### src/ucp_pkg.sv
/*
 Shared constants and carrier types for the PHY-side cell transfer port.
 Assumes one eight-bit cell word bus and a five-bit port address bus.
*/
package ucp_pkg;
	// Bus widths
	localparam int UCP_WORD_W     = 8;
	localparam int UCP_ADDR_W     = 5;
	localparam int UCP_IDX_W      = 6;
	// Cell and port counts
	localparam int UCP_CELL_WORDS = 53;
	localparam int UCP_NUM_PORTS  = 4;
	// Address of the first physical port
	localparam logic [UCP_ADDR_W-1:0] UCP_FIRST_PORT_ADDR = 5'h00;
	// Synchroniser depth for pin inputs
	localparam int UCP_SYNC_STAGES = 3;
	// Reset values
	localparam logic [UCP_IDX_W-1:0]  UCP_IDX_RST  = 6'h00;
	localparam logic [UCP_ADDR_W-1:0] UCP_ADDR_RST = 5'h1F;
	localparam logic [UCP_WORD_W-1:0] UCP_WORD_RST = 8'h00;

	// Transmit pins driven by the master
	typedef struct packed {
		logic                  enable_n;
		logic                  start_of_cell;
		logic [UCP_WORD_W-1:0] word;
		logic [UCP_ADDR_W-1:0] addr;
	} ucp_tx_pins_t;

	// Receive pins driven by the master
	typedef struct packed {
		logic                  enable_n;
		logic [UCP_ADDR_W-1:0] addr;
	} ucp_rx_pins_t;

	// Everything that crosses into the local clock
	typedef struct packed {
		logic         link_clk;
		ucp_tx_pins_t tx;
		ucp_rx_pins_t rx;
	} ucp_link_in_t;
endpackage

### src/ucp_cell_port.sv
/*
 PHY-side cell transfer port: address decode, direct and polled
 cell-available answers, transmit cell capture and receive cell delivery.
 Assumes the interface clock and all master pins arrive asynchronously and
 are several local cycles long; the user side runs on ref_clk_in.
*/
`timescale 1ns/10ps
module ucp_cell_port
	import ucp_pkg::*;
#(
	parameter int NUM_PORTS  = ucp_pkg::UCP_NUM_PORTS,
	parameter int CELL_WORDS = ucp_pkg::UCP_CELL_WORDS
) (
	// Clock and reset
	input  wire logic                                         ref_clk_in,
	input  wire logic                                         reset_in,
	// Interface clock from the master
	input  wire logic                                         link_clk_in,
	// Transmit pins from the master
	input  wire ucp_pkg::ucp_tx_pins_t                        tx_pins_in,
	// Transmit availability pins
	output logic      [NUM_PORTS-1:0]                         tx_direct_cell_avail_out,
	output logic                                              tx_polled_cell_avail_out,
	output logic                                              tx_polled_cell_avail_oe_out,
	// Receive pins from the master
	input  wire ucp_pkg::ucp_rx_pins_t                        rx_pins_in,
	// Receive availability pins
	output logic      [NUM_PORTS-1:0]                         rx_direct_cell_avail_out,
	output logic                                              rx_polled_cell_avail_out,
	output logic                                              rx_polled_cell_avail_oe_out,
	// Receive cell pins
	output logic      [ucp_pkg::UCP_WORD_W-1:0]               rx_cell_word_out,
	output logic                                              rx_cell_word_oe_out,
	output logic                                              rx_start_of_cell_out,
	output logic                                              rx_start_of_cell_oe_out,
	// User side: per-port room and captured transmit words
	input  wire logic [NUM_PORTS-1:0]                         tx_room_in,
	output logic      [ucp_pkg::UCP_WORD_W-1:0]               tx_word_out,
	output logic                                              tx_word_sof_out,
	output logic                                              tx_word_valid_out,
	output logic      [ucp_pkg::UCP_ADDR_W-1:0]               tx_word_port_out,
	// User side: per-port complete cell, head word and consume strobe
	input  wire logic [NUM_PORTS-1:0]                         rx_cell_ready_in,
	input  wire logic [NUM_PORTS-1:0][ucp_pkg::UCP_WORD_W-1:0] rx_word_in,
	output logic      [NUM_PORTS-1:0]                         rx_fetch_out
);
	import ucp_pkg::*;

	localparam int PSEL_W = (NUM_PORTS > 1) ? $clog2(NUM_PORTS) : 1;
	localparam logic [UCP_ADDR_W-1:0] NPORTS_A = UCP_ADDR_W'(NUM_PORTS);
	localparam logic [UCP_IDX_W-1:0]  CELL_I   = UCP_IDX_W'(CELL_WORDS);
	localparam logic [UCP_IDX_W-1:0]  ONE_I    = 6'h01;

	ucp_link_in_t raw_w;   // Pins gathered for the crossing
	ucp_link_in_t link_w;  // Filtered pins in the local domain

	// Interface edge tracking
	logic lclk_d, lclk_q;  // Last filtered interface clock level
	logic rise_w;          // Interface clock rising edge seen

	// Transmit state
	logic [UCP_ADDR_W-1:0] tsel_d, tsel_q;        // Selected transmit port
	logic [UCP_IDX_W-1:0]  tcnt_d, tcnt_q;        // Words taken of the cell
	logic [NUM_PORTS-1:0]  tdir_d, tdir_q;        // Direct transmit avail
	logic                  tpol_d, tpol_q;        // Polled transmit avail
	logic                  tpoe_d, tpoe_q;        // Polled transmit drive
	logic [UCP_WORD_W-1:0] tword_d, tword_q;      // Captured word
	logic                  tsof_d, tsof_q;        // Captured word starts cell
	logic                  tval_d, tval_q;        // Captured word strobe
	logic [UCP_ADDR_W-1:0] tport_d, tport_q;      // Port of captured word

	// Receive state
	logic [UCP_ADDR_W-1:0] rsel_d, rsel_q;        // Selected receive port
	logic [UCP_IDX_W-1:0]  ridx_d [NUM_PORTS];    // Next word index per port
	logic [UCP_IDX_W-1:0]  ridx_q [NUM_PORTS];
	logic [NUM_PORTS-1:0]  rdir_d, rdir_q;        // Direct receive avail
	logic                  rpol_d, rpol_q;        // Polled receive avail
	logic                  rpoe_d, rpoe_q;        // Polled receive drive
	logic [UCP_WORD_W-1:0] rword_d, rword_q;      // Word on the bus
	logic                  rsof_d, rsof_q;        // Start of cell on the bus
	logic                  roe_d, roe_q;          // Data and start drive
	logic [NUM_PORTS-1:0]  rfetch_d, rfetch_q;    // Head word consumed

	// Working values
	logic [PSEL_W-1:0]     rp_w;                  // Receive port index
	logic [PSEL_W-1:0]     tpa_w;                 // Polled transmit index
	logic [PSEL_W-1:0]     rpa_w;                 // Polled receive index
	logic [UCP_IDX_W-1:0]  ri_w;                  // Index of selected port

	assign raw_w.link_clk = link_clk_in;
	assign raw_w.tx       = tx_pins_in;
	assign raw_w.rx       = rx_pins_in;

	// Clock and data share one filter so they keep their relative timing
	ucp_sync #(
		.WIDTH ($bits(ucp_link_in_t))
	) u_sync (
		.ref_clk_in (ref_clk_in),
		.reset_in   (reset_in),
		.pins_in    (raw_w),
		.clean_out  (link_w)
	);

	assign rise_w = link_w.link_clk & ~lclk_q;
	assign rp_w   = rsel_q[PSEL_W-1:0];
	assign tpa_w  = link_w.tx.addr[PSEL_W-1:0];
	assign rpa_w  = link_w.rx.addr[PSEL_W-1:0];

	// Next state: all but the edge tracker moves only on an interface rising edge; strobes last one cycle
	always_comb begin
		lclk_d   = link_w.link_clk;
		tsel_d   = tsel_q;
		tcnt_d   = tcnt_q;
		tdir_d   = tdir_q;
		tpol_d   = tpol_q;
		tpoe_d   = tpoe_q;
		tword_d  = tword_q;
		tsof_d   = tsof_q;
		tval_d   = 1'b0;
		tport_d  = tport_q;
		rsel_d   = rsel_q;
		ridx_d   = ridx_q;
		rdir_d   = rdir_q;
		rpol_d   = rpol_q;
		rpoe_d   = rpoe_q;
		rword_d  = rword_q;
		rsof_d   = rsof_q;
		roe_d    = roe_q;
		rfetch_d = '0;
		ri_w     = ridx_q[rp_w];
		if (rise_w) begin
			// Room and ready come straight from the user side
			tdir_d = tx_room_in;
			rdir_d = rx_cell_ready_in;
			// Polls answer on the edge after the address, even mid-cell
			tpoe_d = (link_w.tx.addr - UCP_FIRST_PORT_ADDR) < NPORTS_A;
			tpol_d = tpoe_d & tx_room_in[tpa_w];
			rpoe_d = (link_w.rx.addr - UCP_FIRST_PORT_ADDR) < NPORTS_A;
			rpol_d = rpoe_d & rx_cell_ready_in[rpa_w];
			// Transmit: enable high latches the address of the next port
			if (link_w.tx.enable_n) begin
				tsel_d = link_w.tx.addr;
			end else if (tsel_q < NPORTS_A) begin
				if (link_w.tx.start_of_cell) begin
					// A start always opens a fresh cell
					tcnt_d  = ONE_I;
					tval_d  = 1'b1;
					tsof_d  = 1'b1;
					tword_d = link_w.tx.word;
					tport_d = tsel_q;
				end else if (tcnt_q != UCP_IDX_RST && tcnt_q < CELL_I) begin
					// Words after the first; extra words past the cell are dropped
					tcnt_d  = tcnt_q + ONE_I;
					tval_d  = 1'b1;
					tsof_d  = 1'b0;
					tword_d = link_w.tx.word;
					tport_d = tsel_q;
				end
			end
			// Receive: enable high deselects and floats on this edge
			if (link_w.rx.enable_n) begin
				rsel_d = link_w.rx.addr;
				roe_d  = 1'b0;
				rsof_d = 1'b0;
			end else if (rsel_q < NPORTS_A) begin
				if (ri_w == UCP_IDX_RST && !rx_cell_ready_in[rp_w]) begin
					// Held enable with no next cell: no data, start stays low
					roe_d  = 1'b0;
					rsof_d = 1'b0;
				end else begin
					// Index survives deselection, so a shown first word is not resent
					rword_d      = rx_word_in[rp_w];
					rsof_d       = (ri_w == UCP_IDX_RST);
					roe_d        = 1'b1;
					rfetch_d[rp_w] = 1'b1;
					ridx_d[rp_w] = (ri_w + ONE_I == CELL_I) ? UCP_IDX_RST : ri_w + ONE_I;
				end
			end else begin
				roe_d  = 1'b0;
				rsof_d = 1'b0;
			end
		end
	end

	// Register all state
	always_ff @(posedge ref_clk_in or posedge reset_in) begin
		if (reset_in) begin
			lclk_q  <= 1'b0;
			tsel_q  <= UCP_ADDR_RST;
			tcnt_q  <= UCP_IDX_RST;
			tdir_q  <= '0;
			tpol_q  <= 1'b0;
			tpoe_q  <= 1'b0;
			tword_q <= UCP_WORD_RST;
			tsof_q  <= 1'b0;
			tval_q  <= 1'b0;
			tport_q <= UCP_ADDR_RST;
			rsel_q  <= UCP_ADDR_RST;
			for (int i = 0; i < NUM_PORTS; i++) begin
				ridx_q[i] <= UCP_IDX_RST;
			end
			rdir_q   <= '0;
			rpol_q   <= 1'b0;
			rpoe_q   <= 1'b0;
			rword_q  <= UCP_WORD_RST;
			rsof_q   <= 1'b0;
			roe_q    <= 1'b0;
			rfetch_q <= '0;
		end else begin
			lclk_q   <= lclk_d;
			tsel_q   <= tsel_d;
			tcnt_q   <= tcnt_d;
			tdir_q   <= tdir_d;
			tpol_q   <= tpol_d;
			tpoe_q   <= tpoe_d;
			tword_q  <= tword_d;
			tsof_q   <= tsof_d;
			tval_q   <= tval_d;
			tport_q  <= tport_d;
			rsel_q   <= rsel_d;
			ridx_q   <= ridx_d;
			rdir_q   <= rdir_d;
			rpol_q   <= rpol_d;
			rpoe_q   <= rpoe_d;
			rword_q  <= rword_d;
			rsof_q   <= rsof_d;
			roe_q    <= roe_d;
			rfetch_q <= rfetch_d;
		end
	end

	// Outputs straight from flops
	assign tx_direct_cell_avail_out    = tdir_q;
	assign tx_polled_cell_avail_out    = tpol_q;
	assign tx_polled_cell_avail_oe_out = tpoe_q;
	assign rx_direct_cell_avail_out    = rdir_q;
	assign rx_polled_cell_avail_out    = rpol_q;
	assign rx_polled_cell_avail_oe_out = rpoe_q;
	assign rx_cell_word_out            = rword_q;
	assign rx_cell_word_oe_out         = roe_q;
	assign rx_start_of_cell_out        = rsof_q;
	assign rx_start_of_cell_oe_out     = roe_q;
	assign tx_word_out                 = tword_q;
	assign tx_word_sof_out             = tsof_q;
	assign tx_word_valid_out           = tval_q;
	assign tx_word_port_out            = tport_q;
	assign rx_fetch_out                = rfetch_q;
endmodule

### src/ucp_sync.sv
/*
 Three-stage pin synchroniser with agreement filter, one per bit.
 Assumes inputs are asynchronous to ref_clk_in.
*/
`timescale 1ns/10ps
module ucp_sync #(
	parameter int WIDTH = 1
) (
	// Clock and reset
	input  wire logic             ref_clk_in,
	input  wire logic             reset_in,
	// Raw pins and filtered result
	input  wire logic [WIDTH-1:0] pins_in,
	output logic      [WIDTH-1:0] clean_out
);
	import ucp_pkg::*;

	logic [WIDTH-1:0] s1_q;    // Metastability catcher, read only by s2
	logic [WIDTH-1:0] s2_q;    // Second stage
	logic [WIDTH-1:0] s3_q;    // Third stage
	logic [WIDTH-1:0] clean_d; // Next filtered value
	logic [WIDTH-1:0] clean_q; // Filtered value

	// A bit moves only when the second and third stages agree
	always_comb begin
		for (int i = 0; i < WIDTH; i++) begin
			clean_d[i] = (s2_q[i] == s3_q[i]) ? s3_q[i] : clean_q[i];
		end
	end

	// Shift chain and filter register
	always_ff @(posedge ref_clk_in or posedge reset_in) begin
		if (reset_in) begin
			s1_q    <= '0;
			s2_q    <= '0;
			s3_q    <= '0;
			clean_q <= '0;
		end else begin
			s1_q    <= pins_in;
			s2_q    <= s1_q;
			s3_q    <= s2_q;
			clean_q <= clean_d;
		end
	end

	assign clean_out = clean_q;
endmodule
### config.mk
export PLATFORM = sky130hd
export DESIGN_NAME = ucp_cell_port
export DESIGN_NICKNAME = d
export VERILOG_FILES = /design/src/ucp_pkg.sv /design/src/ucp_cell_port.sv /design/src/ucp_sync.sv
export SDC_FILE = /design/constraint.sdc
export NUM_CORES = 1
export LEC_CHECK = 0
export BUFFER_PORTS_ARGS = -buffer_cell sky130_fd_sc_hd__buf_2
export CORE_ASPECT_RATIO = 0.6
export CORE_MARGIN = 1.5
export CORE_UTILIZATION = 45
export CTS_CLUSTER_SIZE = 25
export DETAILED_ROUTE_END_ITERATION = 12
export PLACE_DENSITY_LB_ADDON = 0.2
export REMOVE_ABC_BUFFERS = 1
export SLEW_MARGIN = 20
export SYNTH_ARGS = -nofsm -noshare
export SYNTH_HDL_FRONTEND = slang
export SYNTH_SLANG_ARGS = --single-unit
export TNS_END_PERCENT = 10
### constraint.sdc
create_clock -name ref_clk_in -period 4.25 [get_ports ref_clk_in]
set_input_delay 0 -clock ref_clk_in [delete_from_list [all_inputs] [get_ports ref_clk_in]]
set_output_delay 0 -clock ref_clk_in [all_outputs]
set_load 0.005 [all_outputs]
; ---- Word level (Yosys, flattened, before mapping)
; Index checks and enable logic that the tools add are counted.
[word_totals]
regBits = 170
out_inout_bits = 42
[op_classes]
n_addsub = 2
magnitude_cmp = 11
n_eq_ne = 23
mux = 40
n_bitwise = 8
n_reduce_logical = 12
[op_table]
columns = op, n
row1 = 2-to-1 mux 6 bit, 6
row2 = bitwise mux 24 bit, 1
row3 = 2-to-1 mux 8 bit, 3
row4 = equality test 1 bit, 22
row5 = less-than comparator 5 x 3 -> 1 bit (second input constant), 4
row6 = 2-to-1 mux 1 bit, 17
row7 = binary-select mux 8 bit (select 2 bit), 1
row8 = 2-to-1 mux 4 bit, 4
row9 = adder 6 x 1 -> 6 bit (second input constant), 2
row10 = binary-select mux 6 bit (select 2 bit), 1
row11 = demux 6 bit (select 2 bit), 1
row12 = 2-to-1 mux 5 bit, 2
row13 = less-than comparator 2 x 3 -> 1 bit (second input constant), 3
row14 = AND reduction 4 bit, 2
row15 = binary-select mux 1 bit (select 2 bit), 3
row16 = equality test 6 bit (second input constant), 1
row17 = logical NOT 6 bit, 1
row18 = less-than comparator 6 bit (second input constant), 1
row19 = nonzero test 6 bit, 1
row20 = logical AND 1 bit, 4
row21 = NOT 1 bit, 4
row22 = AND reduction 2 bit, 2
row23 = bitwise AND 1 bit, 3
row24 = greater-or-equal comparator 3 bit (second input constant), 1
row25 = other kinds (6), 6

; ---- Logic depth before layout (Yosys ltp)
; Gate-level depths: netlist (run 1).
[logic_depth]
word_depth = 10
mapped_depth = 10
depth_no_buf = 7

; ---- Cells and area by module
; Synthesis (run 1) repeated with hierarchy kept, for this count alone.
[hier_totals]
cells_unflattened = 431
area_unflattened_um2 = 6364.9
[modules_own_cells]
columns = module, instances, cells_each, area_per_inst_um2, seq_area_each_um2
row1 = ucp_cell_port, 1, 320, 3911.3, 2070.7
row2 = ucp_sync, 1, 111, 2453.6, 2202.1

; ---- Least setup slack after synthesis (run 1)
; OpenSTA, ideal clock, no wires.
[synth_path]
path_type = flip-flop to flip-flop
from = reg rsel_q[0]
to = reg ridx_q[10] (netlist name)
arrival_ns = 2.855
path_slack_ns = 1.269
stages_incl_launch_ff = 11
cell_sequence = dfstp_2 -> buf_6 -> buf_2 -> mux4_2 -> inv_1 -> ha_1 -> nor3b_4 -> a311oi_4 -> and2_4 -> buf_6 -> mux2_4
[synth_via]
elab_chain_cells = 8
word_cells_on_any_way = 21
[synth_lines]
columns = element, line_no
row1 = "start, declared", ucp_cell_port.sv:73  ; logic [UCP_ADDR_W-1:0] rsel_d, rsel_q;
row2 = "start signal, assigned", ucp_cell_port.sv:220  ; rsel_q <= rsel_d;
row3 = NOT 2 -> 3 bit (not written as such), "ucp_cell_port.sv:130, ucp_cell_port.sv:176"
row4 = binary-select mux 6 bit (select 2 bit), ucp_cell_port.sv:130  ; ri_w = ridx_q[rp_w];
row5 = 2-to-1 mux 6 bit (not written as such) (2 in series), ucp_cell_port.sv:130
row6 = adder 6 x 1 -> 6 bit / logical NOT 6 bit (equally long branches), "ucp_cell_port.sv:176, ucp_cell_port.sv:166"
row7 = equality test 6 bit / logical AND 1 bit (equally long branches), "ucp_cell_port.sv:176, ucp_cell_port.sv:166"
row8 = 2-to-1 mux 6 bit / NOT 1 bit (equally long branches), n/a
row9 = bitwise mux 24 bit / AND reduction 4 bit (equally long branches), n/a
row10 = "end signal, assigned", ucp_cell_port.sv:221  ; ridx_q <= ridx_d;
row11 = "end, declared", ucp_cell_port.sv:75  ; logic [UCP_IDX_W-1:0] ridx_q [NUM_PORTS];
; Parallel ways exist; a longest one is shown, timed or not. The select of a mux whose other input is x is not followed.
; A chain may end at the register's enable or synchronous reset.

; ---- Worst setup path in the final report (run 1)
[layout_path]
from = reg rsel_q[1]
to = reg ridx_q[12] (netlist name)
[layout_via]
elab_chain_cells = 8
word_cells_on_any_way = 21
[layout_lines]
columns = element, line_no
row1 = NOT 2 -> 3 bit, "ucp_cell_port.sv:130, ucp_cell_port.sv:176"
row2 = binary-select mux 6 bit (select 2 bit), ucp_cell_port.sv:130
row3 = 2-to-1 mux 6 bit (not written as such) (2 in series), ucp_cell_port.sv:130
row4 = adder 6 x 1 -> 6 bit / logical NOT 6 bit (equally long branches), "ucp_cell_port.sv:176, ucp_cell_port.sv:166"
row5 = equality test 6 bit / logical AND 1 bit (equally long branches), "ucp_cell_port.sv:176, ucp_cell_port.sv:166"
row6 = 2-to-1 mux 6 bit / NOT 1 bit (equally long branches), n/a
row7 = bitwise mux 24 bit / AND reduction 4 bit (equally long branches), n/a
; Parallel ways exist; a longest one is shown, timed or not. The select of a mux whose other input is x is not followed.

==> impl_metrics.env, run 1 <==
export IMPL_outcome="finished clean"
export IMPL_timing_hold_ws_ns=0.0251
export IMPL_p_per_area_mw_per_mm2=542
export IMPL_grt_max_degree=101
export IMPL_die_width_um=157
export IMPL_boundaryPins=106
export IMPL_fillers=1079
export IMPL_grt_pass1_vias=3803
export IMPL_hold_violations=0
export IMPL_synth_edf_count=0
export IMPL_hpwl_um=8190
export IMPL_first_pass_iters=4
export IMPL_drc=0
export IMPL_cts_max_level=4
export IMPL_clk_pin_slew_ns=0.07
export IMPL_clock_skew_ns=0.0156
export IMPL_ant_nets=0
export IMPL_cts_setup_buffers=0
export IMPL_reg2reg_from="rsel_q[1]$_DFFE_PP1P_"
export IMPL_synth_avg_cell_area_sq_um=15.6
export IMPL_clock_latency_ns=0.42
export IMPL_clkSinkCount=170
export IMPL_drv_slew=0
export IMPL_leakage_nw=3.74
export IMPL_async_flop_share=1.00
export IMPL_yosys_area_top_type="dfrtp_1"
export IMPL_arrival_ns=3.39
export IMPL_fmax_mhz=324
export IMPL_syn_to_final_growth_pct=26.2
export IMPL_synth_top_area_frac=0.604
export IMPL_grt_pass1_wl_um=19500
export IMPL_min_delay_start="rx_word_in[1]"
export IMPL_diodes=0
export IMPL_peakVddDrop_v=0.000260
export IMPL_hp_class="in2reg"
export IMPL_layout_common_cells="dfrtp_1, buf_2, mux2_2"
export IMPL_drtIter0Drc=195
export IMPL_drive_gt1_frac=0.405
export IMPL_min_path_cells=3
export IMPL_final_cells=768
export IMPL_core_area_sq_mm=0.0138
export IMPL_die_area_sq_mm=0.0150
export IMPL_ys_top_cells_by_area="dfrtp_1, mux2_2, dfstp_2, mux4_2, maj3_1"
export IMPL_finalSetupTns_ns=0
export IMPL_timing_rr_end="ridx_q[12]$_DFFE_PP0P_"
export IMPL_rrSetupSlack_ns=1.17
export IMPL_syn_inst=413
export IMPL_holdPathEnd="rx_cell_word_out[1]$_DFFE_PP0N_"
export IMPL_setup_viol=0
export IMPL_rsz0062_at_grt="no"
export IMPL_final_common_cell="dfrtp_1"
export IMPL_max_cap_viol_count=0
export IMPL_syn_area_sq_mm=0.00642
export IMPL_io_buffers=105
export IMPL_cp_required_ns=4.56
export IMPL_worst_slew_pin_slew_ns=0.855
export IMPL_grt_usage=0.172
export IMPL_critPathMaxFanout=20
export IMPL_fp_row_count=33
export IMPL_r2r_cells=7
export IMPL_finalCritPeriodShare=0.726
export IMPL_cts_root_buf="clkbuf_16"
export IMPL_slew_headroom=0.430
export IMPL_critPathLaunchType="register"
export IMPL_end_kind="register"
export IMPL_cts_buffer_depth=2
export IMPL_tritoncts="built"
export IMPL_power_w=0.00440
export IMPL_ys_ff_latch=170
export IMPL_cts_resized=0
export IMPL_fin_util=0.588
export IMPL_routedWlPerCell_um=15.7
export IMPL_grt_overflow=0
export IMPL_final_net_count=632
export IMPL_yosysSeqAreaShare=0.665
export IMPL_min_period_ns=3.08
export IMPL_initial_core_util=0.466
export IMPL_via_per_inst=5.04
export IMPL_critical_path_class="reg2reg"
export IMPL_drt_total_wl_um=12100
export IMPL_antenna_found_initial=0
export IMPL_gp_congestion=0.874
export IMPL_vias=3869
export IMPL_synthFlopType="dfrtp_1"
export IMPL_die_h_um=95.6
export IMPL_ys_types=49
export IMPL_ys_warn_count=0
export IMPL_hold_buffers=31
export IMPL_dpl_cell_count=705
export IMPL_cts_buffers=17
-- critical path, cell delays in order, from the launching register on --
cell and delay (ns):
dfstp_2 0.85, mux4_2 0.39, inv_1 0.07, ha_1 0.25, nor3b_4 0.21, a311oi_1 0.65, nand2_2 0.23, mux2_2 0.32
-- logic make-up after synthesis --
kind of cell | synth area share
compound gates | 0.0415
xor+xnor | 0.00682
fa+ha+maj | 0.0440
buf+inv | 0.0164
flops | 0.665
mux | 0.158
simple gates | 0.0685
-- synth_stat cells, types with 2 or more instances --
cell	number
dfrtp_1	155
mux2_2	44
nand2_1	42
maj3_1	22
mux4_2	17
dfstp_2	15
inv_1	11
mux2i_1	6
a31oi_1	5
ha_1	5
mux2_4	5
nand3_1	5
nand4_1	5
nor2_1	5
nor2b_1	5
clkbuf_1	4
nand2b_1	4
nor4_1	4
xnor2_1	4
a21o_1	3
a21oi_1	3
a31oi_2	3
buf_2	3
nand3b_1	3
nor4bb_1	3
o211ai_1	3
a21boi_0	2
a22o_1	2
and2_1	2
buf_6	2
o2111ai_1	2
o22ai_1	2
-- worst max-delay path by stage --
stage                                   to  slack, ns  depth (start not counted)             startpoint
global route        ridx_q[13]$_DFFE_PP0P_       0.97                          7  rsel_q[1]$_DFFE_PP1P_
floorplan                 lclk_q$_DFF_PP0_      -0.33                          1               reset_in
global placement    ridx_q[13]$_DFFE_PP0P_       1.33                          7  rsel_q[1]$_DFFE_PP1P_
finish              ridx_q[12]$_DFFE_PP0P_       1.17                          7  rsel_q[1]$_DFFE_PP1P_
detailed placement  ridx_q[16]$_DFFE_PP0P_       1.27                          7  rsel_q[1]$_DFFE_PP1P_
CTS                 ridx_q[16]$_DFFE_PP0P_       1.21                          7  rsel_q[1]$_DFFE_PP1P_
-- layer usage --
metal  up-vias  track usage  part of all wire
met4         0       0.0770            0.0075
met3        12       0.0395             0.053
met2       112        0.247              0.44
met1      1954        0.251              0.50
met5         -            0                 0
li1       1791            -                 -
-- flip-flops by register name, summed over array words and instances, names as in the netlist, 4 cells and up --
register                  count
ridx_q                       24
u_sync.clean_out             22
u_sync.s1_q                  22
u_sync.s2_q                  22
u_sync.s3_q                  22
rx_cell_word_out              8
tx_word_out                   8
tcnt_q                        6
rsel_q                        5
tsel_q                        5
tx_word_port_out              5
rx_direct_cell_avail_out      4
rx_fetch_out                  4
tx_direct_cell_avail_out      4
-- layout make-up --
cell class | count | area, sq um | area share
Sequential cell | 170 | 4270 | 0.527
Multi-Input combinational cell | 221 | 2050 | 0.253
Timing Repair Buffer | 142 | 881 | 0.109
Clock buffer | 17 | 425 | 0.0525
Tap cell | 192 | 240 | 0.0296
Clock inverter | 15 | 193 | 0.0238
Inverter | 11 | 46.3 | 0.00571
-- metrics by stage --
| stage | setup slack, ns | cell area, sq um |
|---|---|---|
| 2_1_floorplan | -0.329 | 6360 |
| 3_3_place_gp | 1.33 | 7180 |
| 3_5_place_dp | 1.27 | 7180 |
| 4_1_cts | 1.21 | 8110 |
| 5_1_grt | 0.972 | 8110 |
| 6_report | 1.17 | 8110 |
-- power breakdown --
part           switching [W]  internal, W  leakage, nW
Sequential          0.000161      0.00189         2.06
Combinational       0.000375     0.000430         1.38
Clock               0.000735     0.000804        0.295
Note: power is estimated with default switching activity, not from simulation.
==> run 2: changes to the inputs <==
==> constraint.sdc (replaced) <==
create_clock -name ref_clk_in -period 2.65 [get_ports ref_clk_in]
set_input_delay 0 -clock ref_clk_in [delete_from_list [all_inputs] [get_ports ref_clk_in]]
set_output_delay 0 -clock ref_clk_in [all_outputs]
set_load 0.005 [all_outputs]
==> run 2 against run 1 <==
Effect of this change: core utilization up 1.4 points; global-route usage up 1.4 points; routed wire length up 6.2%; non-clock buffer count up 14; combinational power up 85%; first-iteration DRC count up 64%; sequential cell count unchanged; register-to-register slack worse by 1.1 ns; final area up 2.3%; count of clock-buffer cells in the layout unchanged; via count up 2.5%; clock skew up 0.0015 ns; critical path type unchanged; largest cell class unchanged.
==> impl_metrics.env, run 2 (synthesis gave the netlist of run 1 again) <==
export IMPL_ant_nets=0
export IMPL_boundaryPins=106
export IMPL_clock_skew_ns=0.0172
export IMPL_wl_met3_um=752
export IMPL_min_path_cells=3
export IMPL_dr_wl_met2_um=5840
export IMPL_final_common_cell="dfrtp_1"
export IMPL_cts_root_buf="clkbuf_16"
export IMPL_m1WireLength_um=6140
export IMPL_timing_hold_ws_ns=0.0306
export IMPL_grt_usage=0.186
export IMPL_dpl_cell_count=718
export IMPL_finalSetupTns_ns=0
export IMPL_cts_buffers=17
export IMPL_first_pass_iters=5
export IMPL_min_delay_start="rx_word_in[0]"
export IMPL_critPathLaunchType="register"
export IMPL_cp_required_ns=3.01
export IMPL_routedWlPerCell_um=16.4
export IMPL_critical_path_class="reg2reg"
export IMPL_drv_slew=0
export IMPL_critPathMaxFanout=6
export IMPL_antenna_found_initial=0
export IMPL_rsz0062_at_grt="yes"
export IMPL_top_layer="met4"
export IMPL_cts_max_level=4
export IMPL_fp_row_count=33
export IMPL_grt_pass1_vias=3987
export IMPL_final_cells=782
export IMPL_largest_register_ffs=24
export IMPL_vias=3964
export IMPL_slew_headroom=0.539
export IMPL_largest_register="ridx_q"
export IMPL_gp_congestion=0.881
export IMPL_hold_violations=0
export IMPL_peakVddDrop_v=0.000483
export IMPL_grt_pass1_wl_um=20900
export IMPL_finalCritPeriodShare=0.975
export IMPL_hp_class="in2reg"
export IMPL_grt_max_degree=80
export IMPL_outcome="finished clean"
export IMPL_reg2reg_from="rsel_q[0]$_DFFE_PP1P_"
export IMPL_rrSetupSlack_ns=0.07
export IMPL_die_width_um=157
export IMPL_pre_cts_ws_ns=0.0157
export IMPL_timing_rr_end="ridx_q[4]$_DFFE_PP0P_"
export IMPL_worst_slew_pin_slew_ns=0.691
export IMPL_clk_pin_slew_ns=0.07
export IMPL_die_area_sq_mm=0.0150
export IMPL_cts_buffer_depth=2
export IMPL_end_kind="register"
export IMPL_setup_viol=0
export IMPL_max_cap_viol_count=0
export IMPL_arrival_ns=2.94
export IMPL_diodes=0
export IMPL_r2r_cells=7
export IMPL_initial_core_util=0.466
export IMPL_die_h_um=95.6
export IMPL_power_w=0.00726
export IMPL_drtIter0Drc=320
export IMPL_tritoncts="built"
export IMPL_holdPathEnd="rx_cell_word_out[0]$_DFFE_PP0N_"
export IMPL_drt_total_wl_um=12800
export IMPL_min_period_ns=2.58
export IMPL_core_area_sq_mm=0.0138
export IMPL_p_per_area_mw_per_mm2=875
export IMPL_final_net_count=646
export IMPL_via_per_inst=5.07
export IMPL_fmax_mhz=387
export IMPL_grt_overflow=0
export IMPL_io_buffers=105
export IMPL_clock_latency_ns=0.42
export IMPL_drc=0
export IMPL_clkSinkCount=170
export IMPL_syn_to_final_growth_pct=29.2
export IMPL_layout_common_cells="dfrtp_1, buf_2, mux2_2"
export IMPL_setup_ws_ns=0.0667
export IMPL_leakage_nw=3.83
export IMPL_drive_gt1_frac=0.431
export IMPL_hpwl_um=8770
export IMPL_critPathLaunch="rsel_q[0]$_DFFE_PP1P_"
==> run 2: cell count changes in the layout (fill, tap and decap cells not counted), moves of 2 or more <==
| cell | delta |
|---|---|
| clkinv_4 | -2 |
| a31oi_2 | +2 |
| buf_6 | +2 |
| buf_12 | +2 |
| clkinv_8 | +3 |
| a31oi_1 | -2 |
| inv_6 | +2 |
| buf_4 | +10 |
| inv_8 | -4 |
==> run 2: metrics by stage <==
stage,util,area (sq um)
after CTS,0.599,8260
after detailed placement,0.530,7300
after global placement,0.530,7300
after floorplan,-,6360
after global routing,0.602,8300
final,0.602,8300
==> run 2: worst max-delay path by stage <==
stage / to / slack [ns] / cells after the start
floorplan: lclk_q$_DFF_PP0_ / -1.93 / 1
global placement: ridx_q[22]$_DFFE_PP0P_ / 0.13 / 7
detailed placement: ridx_q[1]$_DFFE_PP0P_ / 0.02 / 7
CTS: ridx_q[1]$_DFFE_PP0P_ / 0.01 / 7
global route: ridx_q[14]$_DFFE_PP0P_ / -0.006 / 7
finish: ridx_q[4]$_DFFE_PP0P_ / 0.07 / 7
==> run 2: layout make-up <==
class,instances,area [sq um]
flip-flops and latches,170,4270
fillers,1060,5490
multi-input cells,221,2080
well taps,192,240
clock buffers,17,425
clock inverters,15,213
inverters,11,46.3
repair buffers,156,1020
==> run 2: power breakdown <==
part	switching, W	internal [W]	total [W]
registers	0.000236	0.00303	0.00327
clock network	0.00121	0.00130	0.00251
logic	0.000684	0.000802	0.00149
==> run 2: repair_timing <==
| item | CTS | global route |
|---|---|---|
| buffers inserted | 0 | 1 |
| hold endpoints to repair | 100 | 0 |
| endpoints found under the setup margin | 1 | 18 |
| pin swaps | 0 | 2 |
| hold buffers | 31 | 0 |
| resized for setup | 1 | 8 |
==> run 2: routing by layer <==
layer | global-route usage | vias up
li1 | - | 1819
met1 | 0.264 | 1993
met2 | 0.285 | 140
met3 | 0.0468 | 12
met4 | 0.0590 | 0
met5 | 0 | -
==> run 2: critical path, cell delays in order (launching register included) <==
cell and delay, ns:
dfstp_2 0.58, mux4_2 0.53, buf_4 0.17, ha_1 0.23, xor2_2 0.22, and2_4 0.20
a21oi_1 0.35, mux2_2 0.24
